<file path="config.mk">
export PLATFORM = sky130hd
export DESIGN_NAME = t16_ctrl
export DESIGN_NICKNAME = d
export VERILOG_FILES = /design/src/core/t16_pkg.sv /design/src/core/t16_prescaler.sv /design/src/core/t16_ctrl.sv
export VERILOG_INCLUDE_DIRS = /design/src /design/src/core
export SDC_FILE = /design/constraint.sdc
export NUM_CORES = 1
export LEC_CHECK = 0
export BUFFER_PORTS_ARGS = -buffer_cell sky130_fd_sc_hd__buf_2
export CORE_ASPECT_RATIO = 1.2
export CORE_MARGIN = 8
export CORE_UTILIZATION = 53
export DETAILED_ROUTE_END_ITERATION = 8
export PLACE_DENSITY = 0.83
export SLEW_MARGIN = 20
export SYNTH_ARGS = -nofsm -noshare
export SYNTH_HDL_FRONTEND = slang
export SYNTH_HIERARCHICAL = 1
export SYNTH_SLANG_ARGS = --single-unit
</file>
<file path="constraint.sdc">
create_clock -name pclk -period 2.45 [get_ports pclk]
set_input_delay 0.1225 -clock pclk [delete_from_list [all_inputs] [get_ports pclk]]
set_output_delay 0.1225 -clock pclk [all_outputs]
set_load 0.02 [all_outputs]
</file>
<file path="src/core/t16_params.svh">
// Purpose: Offsets, field positions, reset values and counts of the 16-bit timer clock/capture block.
// Assumes: Included by bare name; definitions only.
// Notes:   Register indices are word indices; the byte address is four times the index.
`ifndef T16_PARAMS_SVH
`define T16_PARAMS_SVH

// ************************************************************
// Register indices (byte address = index * 4).
// ************************************************************
`define T16_IDX_CTRL     10'h081
`define T16_IDX_COUNT    10'h084
`define T16_IDX_CAPT     10'h086
`define T16_IDX_STAT     10'h088
`define T16_IDX_MASK     10'h089

// ************************************************************
// Reset values and field positions.
// ************************************************************
`define T16_CTRL_RESET   8'h00
`define T16_CTRL_WMASK   8'hdf
`define T16_CTRL_RSVD    5
`define T16_STAT_CAPT    0
`define T16_STAT_OVF     1
`define T16_STAT_RESET   2'h0
`define T16_MASK_RESET   2'h0
`define T16_CNT_MAX      16'hffff

// ************************************************************
// Timing counts.
// ************************************************************
`define T16_FILT_SAMPLES 4
`define T16_PRE_WIDTH    10

`endif

</file>
<file path="src/core/t16_pkg.sv">
// Purpose: Types shared by the 16-bit timer clock/capture block.
// Assumes: Constants live in t16_params.svh.
// Notes:   State of each module is one packed struct.

package t16_pkg;

	// Counter clock source selection, in field order.
	typedef enum logic [2:0] {
		T16_CS_STOP,
		T16_CS_SYS,
		T16_CS_DIV8,
		T16_CS_DIV64,
		T16_CS_DIV256,
		T16_CS_DIV1024,
		T16_CS_EXT_FALL,
		T16_CS_EXT_RISE
	} t16_clk_sel_t;

	// Control register layout, bit 7 down to bit 0.
	typedef struct packed {
		logic         capture_filter_enable;
		logic         capture_edge_select;
		logic         rsvd;
		logic         wave_mode_bit3;
		logic         wave_mode_bit2;
		t16_clk_sel_t clk_select_field;
	} t16_ctrl_t;

	// Prescaler tap enables: bit 0 is /8, then /64, /256, /1024.
	typedef logic [3:0] t16_taps_t;

	// Capture and external clock pins travel together.
	typedef struct packed {
		logic capture_input_pin;
		logic ext_count_clock_pin;
	} t16_pins_t;

	// Whole state of the control block.
	typedef struct packed {
		t16_ctrl_t   ctrl;
		logic [15:0] cnt;
		logic [15:0] capt;
		logic [1:0]  stat;
		logic [1:0]  mask;
		logic        cap_s1;
		logic        cap_s2;
		logic [2:0]  hist;
		logic        flt;
		logic        prev_lvl;
		logic        ext_s1;
		logic        ext_s2;
		logic        ext_prev;
		logic [31:0] prdata;
	} t16_state_t;

endpackage

</file>
<file path="src/core/t16_prescaler.sv">
// Purpose: Free-running system clock prescaler giving one-cycle tap enables.
// Assumes: Single clock pclk; asynchronous active-low reset.
// Notes:   Each tap pulses once every 2^k cycles, k from TAP_BITS.
`timescale 1ns/1ps
`default_nettype none
`include "t16_params.svh"

module t16_prescaler
	import t16_pkg::*;
#(
	parameter int W = `T16_PRE_WIDTH
) (
	// Clock and reset.
	input  wire logic pclk,
	input  wire logic presetn,
	// Tap enables.
	output var t16_taps_t taps
);

	// ************************************************************
	// State.
	// ************************************************************
	typedef struct packed {
		logic [W-1:0] cnt;
	} t16_pre_state_t;

	localparam int TAP_BITS [4] = '{3, 6, 8, 10};

	t16_pre_state_t s_r;   // Registered state.
	t16_pre_state_t s_nxt; // Next state.

	// The divider simply counts every cycle.
	always_comb begin
		s_nxt = s_r;
		s_nxt.cnt = s_r.cnt + 1'b1;
	end

	// Register the state.
	always_ff @(posedge pclk or negedge presetn) begin
		if (!presetn) begin
			s_r <= '0;
		end else begin
			s_r <= s_nxt;
		end
	end

	// A tap fires when its low bits are all ones, so every tap is one cycle wide.
	for (genvar i = 0; i < 4; i++) begin : g_tap
		assign taps[i] = &s_r.cnt[TAP_BITS[i]-1:0];
	end

endmodule
`default_nettype wire

</file>
<file path="src/core/t16_ctrl.sv">
// Purpose: Control register B logic of a 16-bit timer: capture filter, edge, mode bits, clock select.
// Assumes: APB slave on pclk; pins synchronous to pclk but resynchronised anyway.
// Notes:   Counter, capture value, status and mask registers sit beside the control register.
//
// What this block does
// Filter enable bit turns on capture filter.
// Filtered input needs four equal samples.
// Filter adds four cycles of capture delay.
// Filter off: pin goes straight to edge.
// Edge bit one rising, zero falling.
// Capture copies counter into capture register.
// Capture sets flag; enabled flag raises interrupt.
// Bits four and three are mode bits.
// Low three bits select counter clock.
// Select zero stops the counter.
// Select one to five: sys, /8../1024.
// Select six counts external pin falling edges.
// Select seven counts external pin rising edges.
// Control register resets to zero.
// Pins synchronised; one action per edge.
// Reserved bit five reads zero.
//
// Local design decision: register access over APB.
`timescale 1ns/1ps
`default_nettype none
`include "t16_params.svh"

module t16_ctrl
	import t16_pkg::*;
(
	// Clock and reset.
	input  wire logic        pclk,
	input  wire logic        presetn,
	// APB slave.
	input  wire logic        psel,
	input  wire logic        penable,
	input  wire logic        pwrite,
	input  wire logic [11:0] paddr,
	input  wire logic [31:0] pwdata,
	output logic [31:0]      prdata,
	output logic             pready,
	output logic             pslverr,
	// External pins.
	input  wire t16_pins_t   pins,
	// Timer side outputs.
	output logic [15:0]      counter_value,
	output logic             wave_mode_bit3,
	output logic             wave_mode_bit2,
	output logic             irq
);

	// ************************************************************
	// Declarations.
	// ************************************************************
	t16_state_t  s_r;      // Registered state.
	t16_state_t  s_nxt;    // Next state.
	t16_taps_t   taps;     // Prescaler enables.
	logic [9:0]  idx;      // Word index of the access.
	logic        setup;    // APB setup cycle.
	logic        access;   // APB access cycle, always completes.
	logic        mapped;   // Index hits a register.
	logic        lvl;      // Capture level seen by edge detection.
	logic        trig;     // Capture trigger this cycle.
	logic        cnt_en;   // Counter advances this cycle.
	logic        ext_rise; // Synchronised external clock rose.
	logic        ext_fall; // Synchronised external clock fell.
	logic [1:0]  set_ev;   // Status events this cycle.
	logic [1:0]  clr_ev;   // Status bits cleared by a read.

	// ************************************************************
	// Prescaler.
	// ************************************************************
	t16_prescaler #(
		.W (`T16_PRE_WIDTH)
	) u_pre (
		.pclk    (pclk),
		.presetn (presetn),
		.taps    (taps)
	);

	// ************************************************************
	// Bus decode.
	// ************************************************************
	// Every access completes in its first access cycle.
	assign idx     = paddr[11:2];
	assign setup   = psel && !penable;
	assign access  = psel && penable;
	assign pready  = access;
	assign mapped  = (idx == `T16_IDX_CTRL) || (idx == `T16_IDX_COUNT) ||
	                 (idx == `T16_IDX_CAPT) || (idx == `T16_IDX_STAT) ||
	                 (idx == `T16_IDX_MASK);
	assign pslverr = access && !mapped;

	// Read data, counter and mode bits come straight from state flip-flops.
	assign prdata         = s_r.prdata;
	assign counter_value  = s_r.cnt;
	assign wave_mode_bit3 = s_r.ctrl.wave_mode_bit3;
	assign wave_mode_bit2 = s_r.ctrl.wave_mode_bit2;
	// Level interrupt from any unmasked sticky status bit.
	assign irq            = |(s_r.stat & s_r.mask);

	// ************************************************************
	// Next-state logic.
	// ************************************************************
	always_comb begin
		s_nxt = s_r;

		// Two-stage synchronisers; only stage two is looked at.
		s_nxt.cap_s1   = pins.capture_input_pin;
		s_nxt.cap_s2   = s_r.cap_s1;
		s_nxt.ext_s1   = pins.ext_count_clock_pin;
		s_nxt.ext_s2   = s_r.ext_s1;
		s_nxt.ext_prev = s_r.ext_s2;

		// The filter keeps a short history; the level moves only when the
		// newest sample and three before it agree.
		s_nxt.hist = {s_r.hist[1:0], s_r.cap_s2};
		if ((&{s_r.hist, s_r.cap_s2}) == 1'b1) begin
			s_nxt.flt = 1'b1;
		end else if ((|{s_r.hist, s_r.cap_s2}) == 1'b0) begin
			s_nxt.flt = 1'b0;
		end

		// Filtered level costs four cycles; raw level costs none.
		if (s_r.ctrl.capture_filter_enable) begin
			lvl = s_r.flt;
		end else begin
			lvl = s_r.cap_s2;
		end
		s_nxt.prev_lvl = lvl;

		// Edge choice: one detected edge gives one trigger.
		if (s_r.ctrl.capture_edge_select) begin
			trig = lvl && !s_r.prev_lvl;
		end else begin
			trig = !lvl && s_r.prev_lvl;
		end

		// External clock edges on the synchronised pin.
		ext_rise = s_r.ext_s2 && !s_r.ext_prev;
		ext_fall = !s_r.ext_s2 && s_r.ext_prev;

		// Counter clock selection by the low field alone.
		case (s_r.ctrl.clk_select_field)
			T16_CS_STOP:     cnt_en = 1'b0;
			T16_CS_SYS:      cnt_en = 1'b1;
			T16_CS_DIV8:     cnt_en = taps[0];
			T16_CS_DIV64:    cnt_en = taps[1];
			T16_CS_DIV256:   cnt_en = taps[2];
			T16_CS_DIV1024:  cnt_en = taps[3];
			T16_CS_EXT_FALL: cnt_en = ext_fall;
			T16_CS_EXT_RISE: cnt_en = ext_rise;
			default:         cnt_en = 1'b0;
		endcase

		// Counter with wrap; the wrap is also a status event.
		set_ev = 2'h0;
		if (cnt_en) begin
			s_nxt.cnt = s_r.cnt + 16'h0001;
			set_ev[`T16_STAT_OVF] = (s_r.cnt == `T16_CNT_MAX);
		end

		// Capture takes the value before this cycle's increment.
		if (trig) begin
			s_nxt.capt = s_r.cnt;
			set_ev[`T16_STAT_CAPT] = 1'b1;
		end

		// A status read clears only what it returned, so an event that
		// lands after the setup cycle is kept; a set beats a clear.
		clr_ev = 2'h0;
		if (access && !pwrite && (idx == `T16_IDX_STAT)) begin
			clr_ev = s_r.prdata[1:0];
		end
		s_nxt.stat = (s_r.stat & ~clr_ev) | set_ev;

		// Read data is fetched in the setup cycle.
		if (setup) begin
			case (idx)
				`T16_IDX_CTRL:  s_nxt.prdata = {24'h000000, s_r.ctrl};
				`T16_IDX_COUNT: s_nxt.prdata = {16'h0000, s_r.cnt};
				`T16_IDX_CAPT:  s_nxt.prdata = {16'h0000, s_r.capt};
				`T16_IDX_STAT:  s_nxt.prdata = {30'h00000000, s_r.stat};
				`T16_IDX_MASK:  s_nxt.prdata = {30'h00000000, s_r.mask};
				default:        s_nxt.prdata = 32'h00000000;
			endcase
		end

		// Writes take effect at the completing edge.
		if (access && pwrite) begin
			case (idx)
				`T16_IDX_CTRL: begin
					// Reserved bit is dropped on write.
					s_nxt.ctrl = t16_ctrl_t'(pwdata[7:0] & `T16_CTRL_WMASK);
				end
				`T16_IDX_MASK: begin
					s_nxt.mask = pwdata[1:0];
				end
				default: begin
					s_nxt.mask = s_nxt.mask;
				end
			endcase
		end
	end

	// ************************************************************
	// State register.
	// ************************************************************
	// Everything resets to zero; the control word gives a stopped timer.
	always_ff @(posedge pclk or negedge presetn) begin
		if (!presetn) begin
			s_r      <= '0;
			s_r.ctrl <= t16_ctrl_t'(`T16_CTRL_RESET);
			s_r.stat <= `T16_STAT_RESET;
			s_r.mask <= `T16_MASK_RESET;
		end else begin
			s_r <= s_nxt;
		end
	end
endmodule
`default_nettype wire

</file>
==> out/metrics.cfg, run 1 <==
[route]
vias=2617
ant_nets=0
first_pass_iters=4
vias_per_cell=5.43
wl_mm=8.03
drt_iter0_drc=151
wl_per_cell_um=16.7
drc_errors=0

[place]
place_inst=459
place_congestion=0.878
port_buffers=60
place_hpwl_mm=5.72
place_ws_ps=266

[sta]
setup_slack_ps=193
worst_pin_slew_ps=710
clock.fmax_mhz=443
fin_skew_ps=12.7
relSlewSlack_pct=52.7
finalCritPeriodShare_pct=92.1
slew_violations=0
hold_viol=0
rsz0062_at_grt=false
setup_viol=0
fin_crit_ps=2260
tns_ps=0

[die]
io_pins=104
die_y_um=111
die-area_sq_mm=0.0106
start_util_pct=53.4
die_w_um=95.5
core_sq_mm=0.00753
num_rows=35

[clock_tree]
post_cts_resized=0
cts_tree=built
htree_levels=3
post-cts-setup-buffer-count=0
cts_buffer_depth=2
clockRootBuffer=clkbuf_8
clkSinkCount=79
cts_made_buffers=9
insertion_delay_ps=350
clk_pin_slew_worst_paths_ps=80

[cells_and_area]
diodes=0
syn_to_final_growth_pct=8.94
fin_cells=482
drive_gt1_share_pct=31.8
nFillCells=629
final-seq-area_sq_mm=0.00198
nets=439
multi_input_area_sq_mm=0.00164

[synthesis]
synth_compound_area_share_pct=9.62
synth_top_area_share_pct=49.2
netlist_instances=346
ys_ff_latch=79
synth_common_cells=dfrtp_1 (79), buf_4 (48), nand2_1 (24)
synth-simple-area-share_pct=11.6
yosysMostFrequentCell=dfrtp_1
yosys_warnings=6
synth_edf_count=0
synthMuxAreaShare_pct=12.4
synth_area_sq_mm=0.00402
avgSynthCellArea_sq_um=11.6
synthAdderAreaFrac_pct=0.934
synth_xor_area_share_pct=4.79
ys.flop_type=dfrtp_1
synthTopCellsByArea=dfrtp_1 (49%), buf_4 (9.0%), mux2_2 (6.4%)
seq_area_frac_synth_pct=49.2
synthArstFlopShare_pct=100
ys_types=55
synth_top_family_by_area=multiplexers
yosysTopAreaCell=dfrtp_1

[power_and_ir_drop]
powerDensity_mw_per_mm2=557
vdd_drop_max_mv=0.363
power_uw=2440
power_leakage_uw=0.00212

[global_routing]
grt_pass1_vias=2724
grt_pass1_wl_mm=13.3
grt_max_degree=80
grt_use_total_pct=15.9
antenna_found_initial=0
gr-total-overflow=0

[worst_setup_path]
crit_family=simple AND/OR/NAND/NOR gates
cp.arrival_ps=2490
cp_slowest_stage_delay_ps=380
worstPathRequired_ps=2680
path_class=flop to flop
crit_chain=ha_1, nand2_1, nor4_1, nand2b_1, a311oi_2, buf_4, nor2_1, mux2_2
cp-start-kind=flop
cp_slowest_cell=dfrtp_1
worst-path-buf-inv=1
endpoint_kind=flop
path_max_fanout=9

[worst_hold_path]
hold_path_class=primary input to flop

[flow_run]
maxCapViolations=0

[run_status]
status=complete, no violations

-- logic make-up after synthesis --
group | after synthesis
AOI/OAI and AO/OA | 54
xor gates and xnor gates | 22
adders and majority gates | 3
buffers and inverters | 68
DFF | 79
muxes | 42
other | 1
and+or+nand+nor | 77
-- power by group --
group / internal, uW / leakage (uW) / total [uW] / switching, uW
clock network: 476 / 0.0000927 / 958 / 482
registers: 1320 / 0.00106 / 1330 / 10.5
logic: 53.1 / 0.000967 / 156 / 103
-- flip-flops by register name (all words and copies together), names as in the netlist --
register        flops
s_nxt               6
s_r                29
wave_mode_bit3      1
u_pre/s_r          10
prdata             16
counter_value      16
wave_mode_bit2      1
-- placed cells by master, fill, tap and decap left out, types with 3 or more instances in the layout --
cell type      count
clkbuf_8           9
a22oi_1            5
mux2i_1            9
buf_4              5
inv_1              9
buf_2             59
nand3_1            8
clkinv_4           3
and3_1             4
mux2_2            23
o2111ai_1          8
xnor2_1           19
nand2_1           24
ha_1               3
mux2_4             9
o211ai_1           3
a31oi_1            3
o21ai_0           20
xor2_1             3
conb_1            16
dfrtp_1           79
nor2_1            11
dlygate4sd3_1      7
-- final timing paths --
check,slack (ps),end,start,depth (start not counted)
max in group asynchronous,1600,prdata[15],presetn,2
min in group asynchronous,350,s_r[57],presetn,2
min reg2reg,360,s_nxt[32],s_nxt[33],0
min,10,s_r[80],pwdata[2],2
max reg2reg,190,counter_value[1],u_pre/s_r[0],8
max,190,counter_value[1],u_pre/s_r[0],8
-- worst reg2reg max path, stage by stage (launching register included) --
cell and delay [ps]:
dfrtp_1 380, ha_1 200, nand2_1 130, nor4_1 350, nand2b_1 120, a311oi_2 340
buf_4 220, nor2_1 90, mux2_2 310
-- what timing repair did --
item,in CTS,in global routing
hold buffers,7,0
hold endpoints to repair,85,0
setup endpoints to repair,0,0
-- metrics by stage --
step	utilization (%)	hold slack (ps)	area [sq um]
final	58.1	12.4	4380
after detailed placement	54.5	234	4110
after CTS	58.1	2.94	4370
after floorplan	-	-173	4080
after global placement	54.5	232	4110
after global routing	58.1	6.73	4380
-- layer usage --
| metal | vias up | global-route usage (%) | routed length, um |
|---|---|---|---|
| li1 | 1234 | - | - |
| met1 | 1329 | 17.5 | 3090 |
| met2 | 45 | 26.6 | 4380 |
| met3 | 9 | 5.32 | 440 |
| met4 | 0 | 7.19 | 114 |
| met5 | - | 0 | 0 |
-- final cells by class --
class                      count  area share (%)
clock buffer                  10            2.92
clock inverter                 6            1.63
inverter                       9           0.772
multi-input combinational    214            37.4
sequential                    79            45.2
tap                           92            2.63
timing repair buffer          72            9.46
(Power assumes the default switching activity.)
==> run 2: changes to the inputs <==
ABC_AREA = 1   (was unset)
CORE_UTILIZATION = 54   (was 53)
==> run 2 against run 1 <==
Against the previous run:
- fmax rose by 17%
- sequential share of layout area shrank 3.7 points
- total power rose by 11%
- critical path depth grew 5
- synthesized area rose by 8.0%
- die area up 5.1%
- clock skew is 2.5 ps lower
- setup slack better by 330 ps
- highest routed layer unchanged
- global-route usage up 1.7 points
- sequential power barely moved
- final area grew 8.8%
- clock power up 20%
==> out/metrics.cfg, run 2 <==
[run_status]
status=complete, no violations

[worst_setup_path]
cp.arrival_ps=2190
r2r_end=counter_value[5]
path_max_fanout=30
rrSetupSlack_ps=520
reg2reg_from=u_pre/s_r[0]
reg2regPathDepth=13
cp-startpoint=u_pre/s_r[0]
cp-start-kind=flop
path_class=flop to flop
worstPathRequired_ps=2710
endpoint_kind=flop

[power_and_ir_drop]
p_sw_share_pct=23.6
p_seq_share_pct=49.7
combPwrFrac_pct=7.8
clkPwrFrac_pct=42.5
powerDensity_mw_per_mm2=567
vdd_drop_max_mv=0.401
power_leakage_uw=0.00242
p_int_uw=2060
switchingPower_uw=638

[sta]
fin_skew_ps=10.1
slew_violations=0
hold_viol=0
rsz0062_at_grt=false
setup_viol=0
clock.fmax_mhz=518
fin_crit_ps=1930
tns_ps=0
finalCritPeriodShare_pct=78.8

[route]
drc_errors=0
vias=3516
wl_met1_mm=3.72
wl_met3_um=596
wl_per_cell_um=13.4
top_layer=met4
vias_per_cell=5.13
drt_iter0_drc=175
first_pass_iters=7
ant_nets=0
wl_mm=9.23
met2_length_mm=4.68

[die]
io_pins=104
die_w_um=97.9
die_y_um=114
start_util_pct=54.5
die-area_sq_mm=0.0112
core_sq_mm=0.00797
num_rows=36

[global_routing]
grt_use_total_pct=17.5
grt_max_degree=80
grt_pass1_wl_mm=15.8
gr-total-overflow=0
antenna_found_initial=0
grt_pass1_vias=3442

[cells_and_area]
layout_commonest_cell=nand2_1
drive_gt1_share_pct=18.6
syn_to_final_growth_pct=9.74
top_register=s_r
stdcell_area_sq_mm=0.00476
diodes=0
final_cell_mix=nand2_1 (144), dfrtp_1 (79), buf_2 (59)
nets=640
largest_reg_flops=29

[synthesis]
synth_area_sq_mm=0.00434
seq_area_frac_synth_pct=45.5
synth_top_area_share_pct=45.5
avgSynthCellArea_sq_um=7.94
synthTopCellsByArea=dfrtp_1 (46%), nand2_1 (12%), buf_4 (8.6%)
yosys_warnings=6
synth_edf_count=0
yosysTopAreaCell=dfrtp_1
synthArstFlopShare_pct=100
synth_common_cells=nand2_1 (144), dfrtp_1 (79), inv_1 (57)
ys_ff_latch=79
ys.flop_type=dfrtp_1
ys_types=35
netlist_instances=547
yosysMostFrequentCell=nand2_1

[place]
post_dp_cell_area_sq_mm=0.00442
place_congestion=0.883
place_hpwl_mm=6.61
port_buffers=60

[clock_tree]
clkSinkCount=79
cts_made_buffers=9
clk_pin_slew_worst_paths_ps=80
insertion_delay_ps=360
htree_levels=3
cts_tree=built
clockRootBuffer=clkbuf_8
post-cts-setup-buffer-count=0
cts_buffer_depth=2
post_cts_resized=0

[worst_hold_path]
hold_path_class=primary input to flop
min_from=pwdata[0]
worstHoldEndpoint=s_r[78]
hold_depth=3

[flow_run]
maxCapViolations=0

-- run 2: cell count changes after synthesis, moves of 19 or more --
| cell | before | now |
|---|---|---|
| o21ai_0 | 20 | 39 |
| nor2_1 | 11 | 44 |
| inv_1 | 9 | 57 |
| nand2_1 | 24 | 144 |
| nand3_1 | 8 | 35 |
| mux2_2 | 23 | 0 |
-- run 2: logic make-up (layout without fill, tap and decap cells) --
| group | count (synthesis) | after routing | share of synthesized area (%) |
|---|---|---|---|
| buf+inv | 121 | 150 | 15.2 |
| fa+ha+maj | 3 | 3 | 0.865 |
| other cells | 1 | 16 | 0.0864 |
| xor+xnor | 12 | 12 | 2.42 |
| compound gates | 56 | 56 | 7.09 |
| simple gates | 275 | 275 | 28.8 |
| flops | 79 | 79 | 45.5 |
-- run 2: per-stage QoR --
stage          std cells  setup WS (ps)  utilization [%]  total power (uW)  hold slack [ps]
2_1_floorplan        562            809                -              1510             -173
3_3_place_gp         661            623             55.4              1560              231
3_5_place_dp         661            541             55.4              1560              233
4_1_cts              685            519             59.4              2730             5.10
5_1_grt              686            303             59.8              2810             21.8
6_report             686            519             59.8              2700             18.0
-- run 2: what timing repair did --
action,CTS,global route
endpoints found under the hold margin,86,0
setup endpoints to repair,0,0
hold buffers,8,0
-- run 2: layer usage --
metal  global-route usage, %  vias to the layer above
li1                        -                     1757
met1                    18.9                     1657
met2                    30.1                       83
met3                    6.08                       19
met4                    8.54                        0
met5                       0                        -
-- run 2: worst max path at each step --
stage / to / slack [ps] / depth (start not counted)
2_1_floorplan: counter_value[7] / 810 / 12
3_3_place_gp: counter_value[8] / 620 / 13
3_5_place_dp: counter_value[5] / 540 / 13
4_1_cts: counter_value[7] / 520 / 12
5_1_grt: counter_value[7] / 300 / 12
6_report: counter_value[5] / 520 / 13
-- run 2: layout make-up --
type	instances	area, sq um
fill	712	3210
clock inverter	6	109
clock buffer	10	128
multi-input combinational	362	1760
timing repair buffer	73	440
tap	95	119
sequential	79	1980
inverter	61	229
-- run 2: power by group through the flow --
| stage | combinational (uW) | sequential, uW | clock, uW |
|---|---|---|---|
| final | 210 | 1340 | 1150 |
| after floorplan | 151 | 1360 | 0 |
| after CTS | 207 | 1340 | 1180 |
| after global placement | 192 | 1370 | 0 |
| after global routing | 239 | 1340 | 1230 |
| after detailed placement | 196 | 1370 | 0 |
-- run 2: worst max-delay path, stage by stage, from the launching register on --
cell      delay [ps]
dfrtp_1          370
ha_1             190
nand3_2          130
nor2_4           140
nand2_2           70
nor2_1            90
o21ai_0           90
nand2_1           70
o211ai_1          90
nand2_1           70
buf_4            280
nand2_1          100
nand2_1           70
nand2_1           50
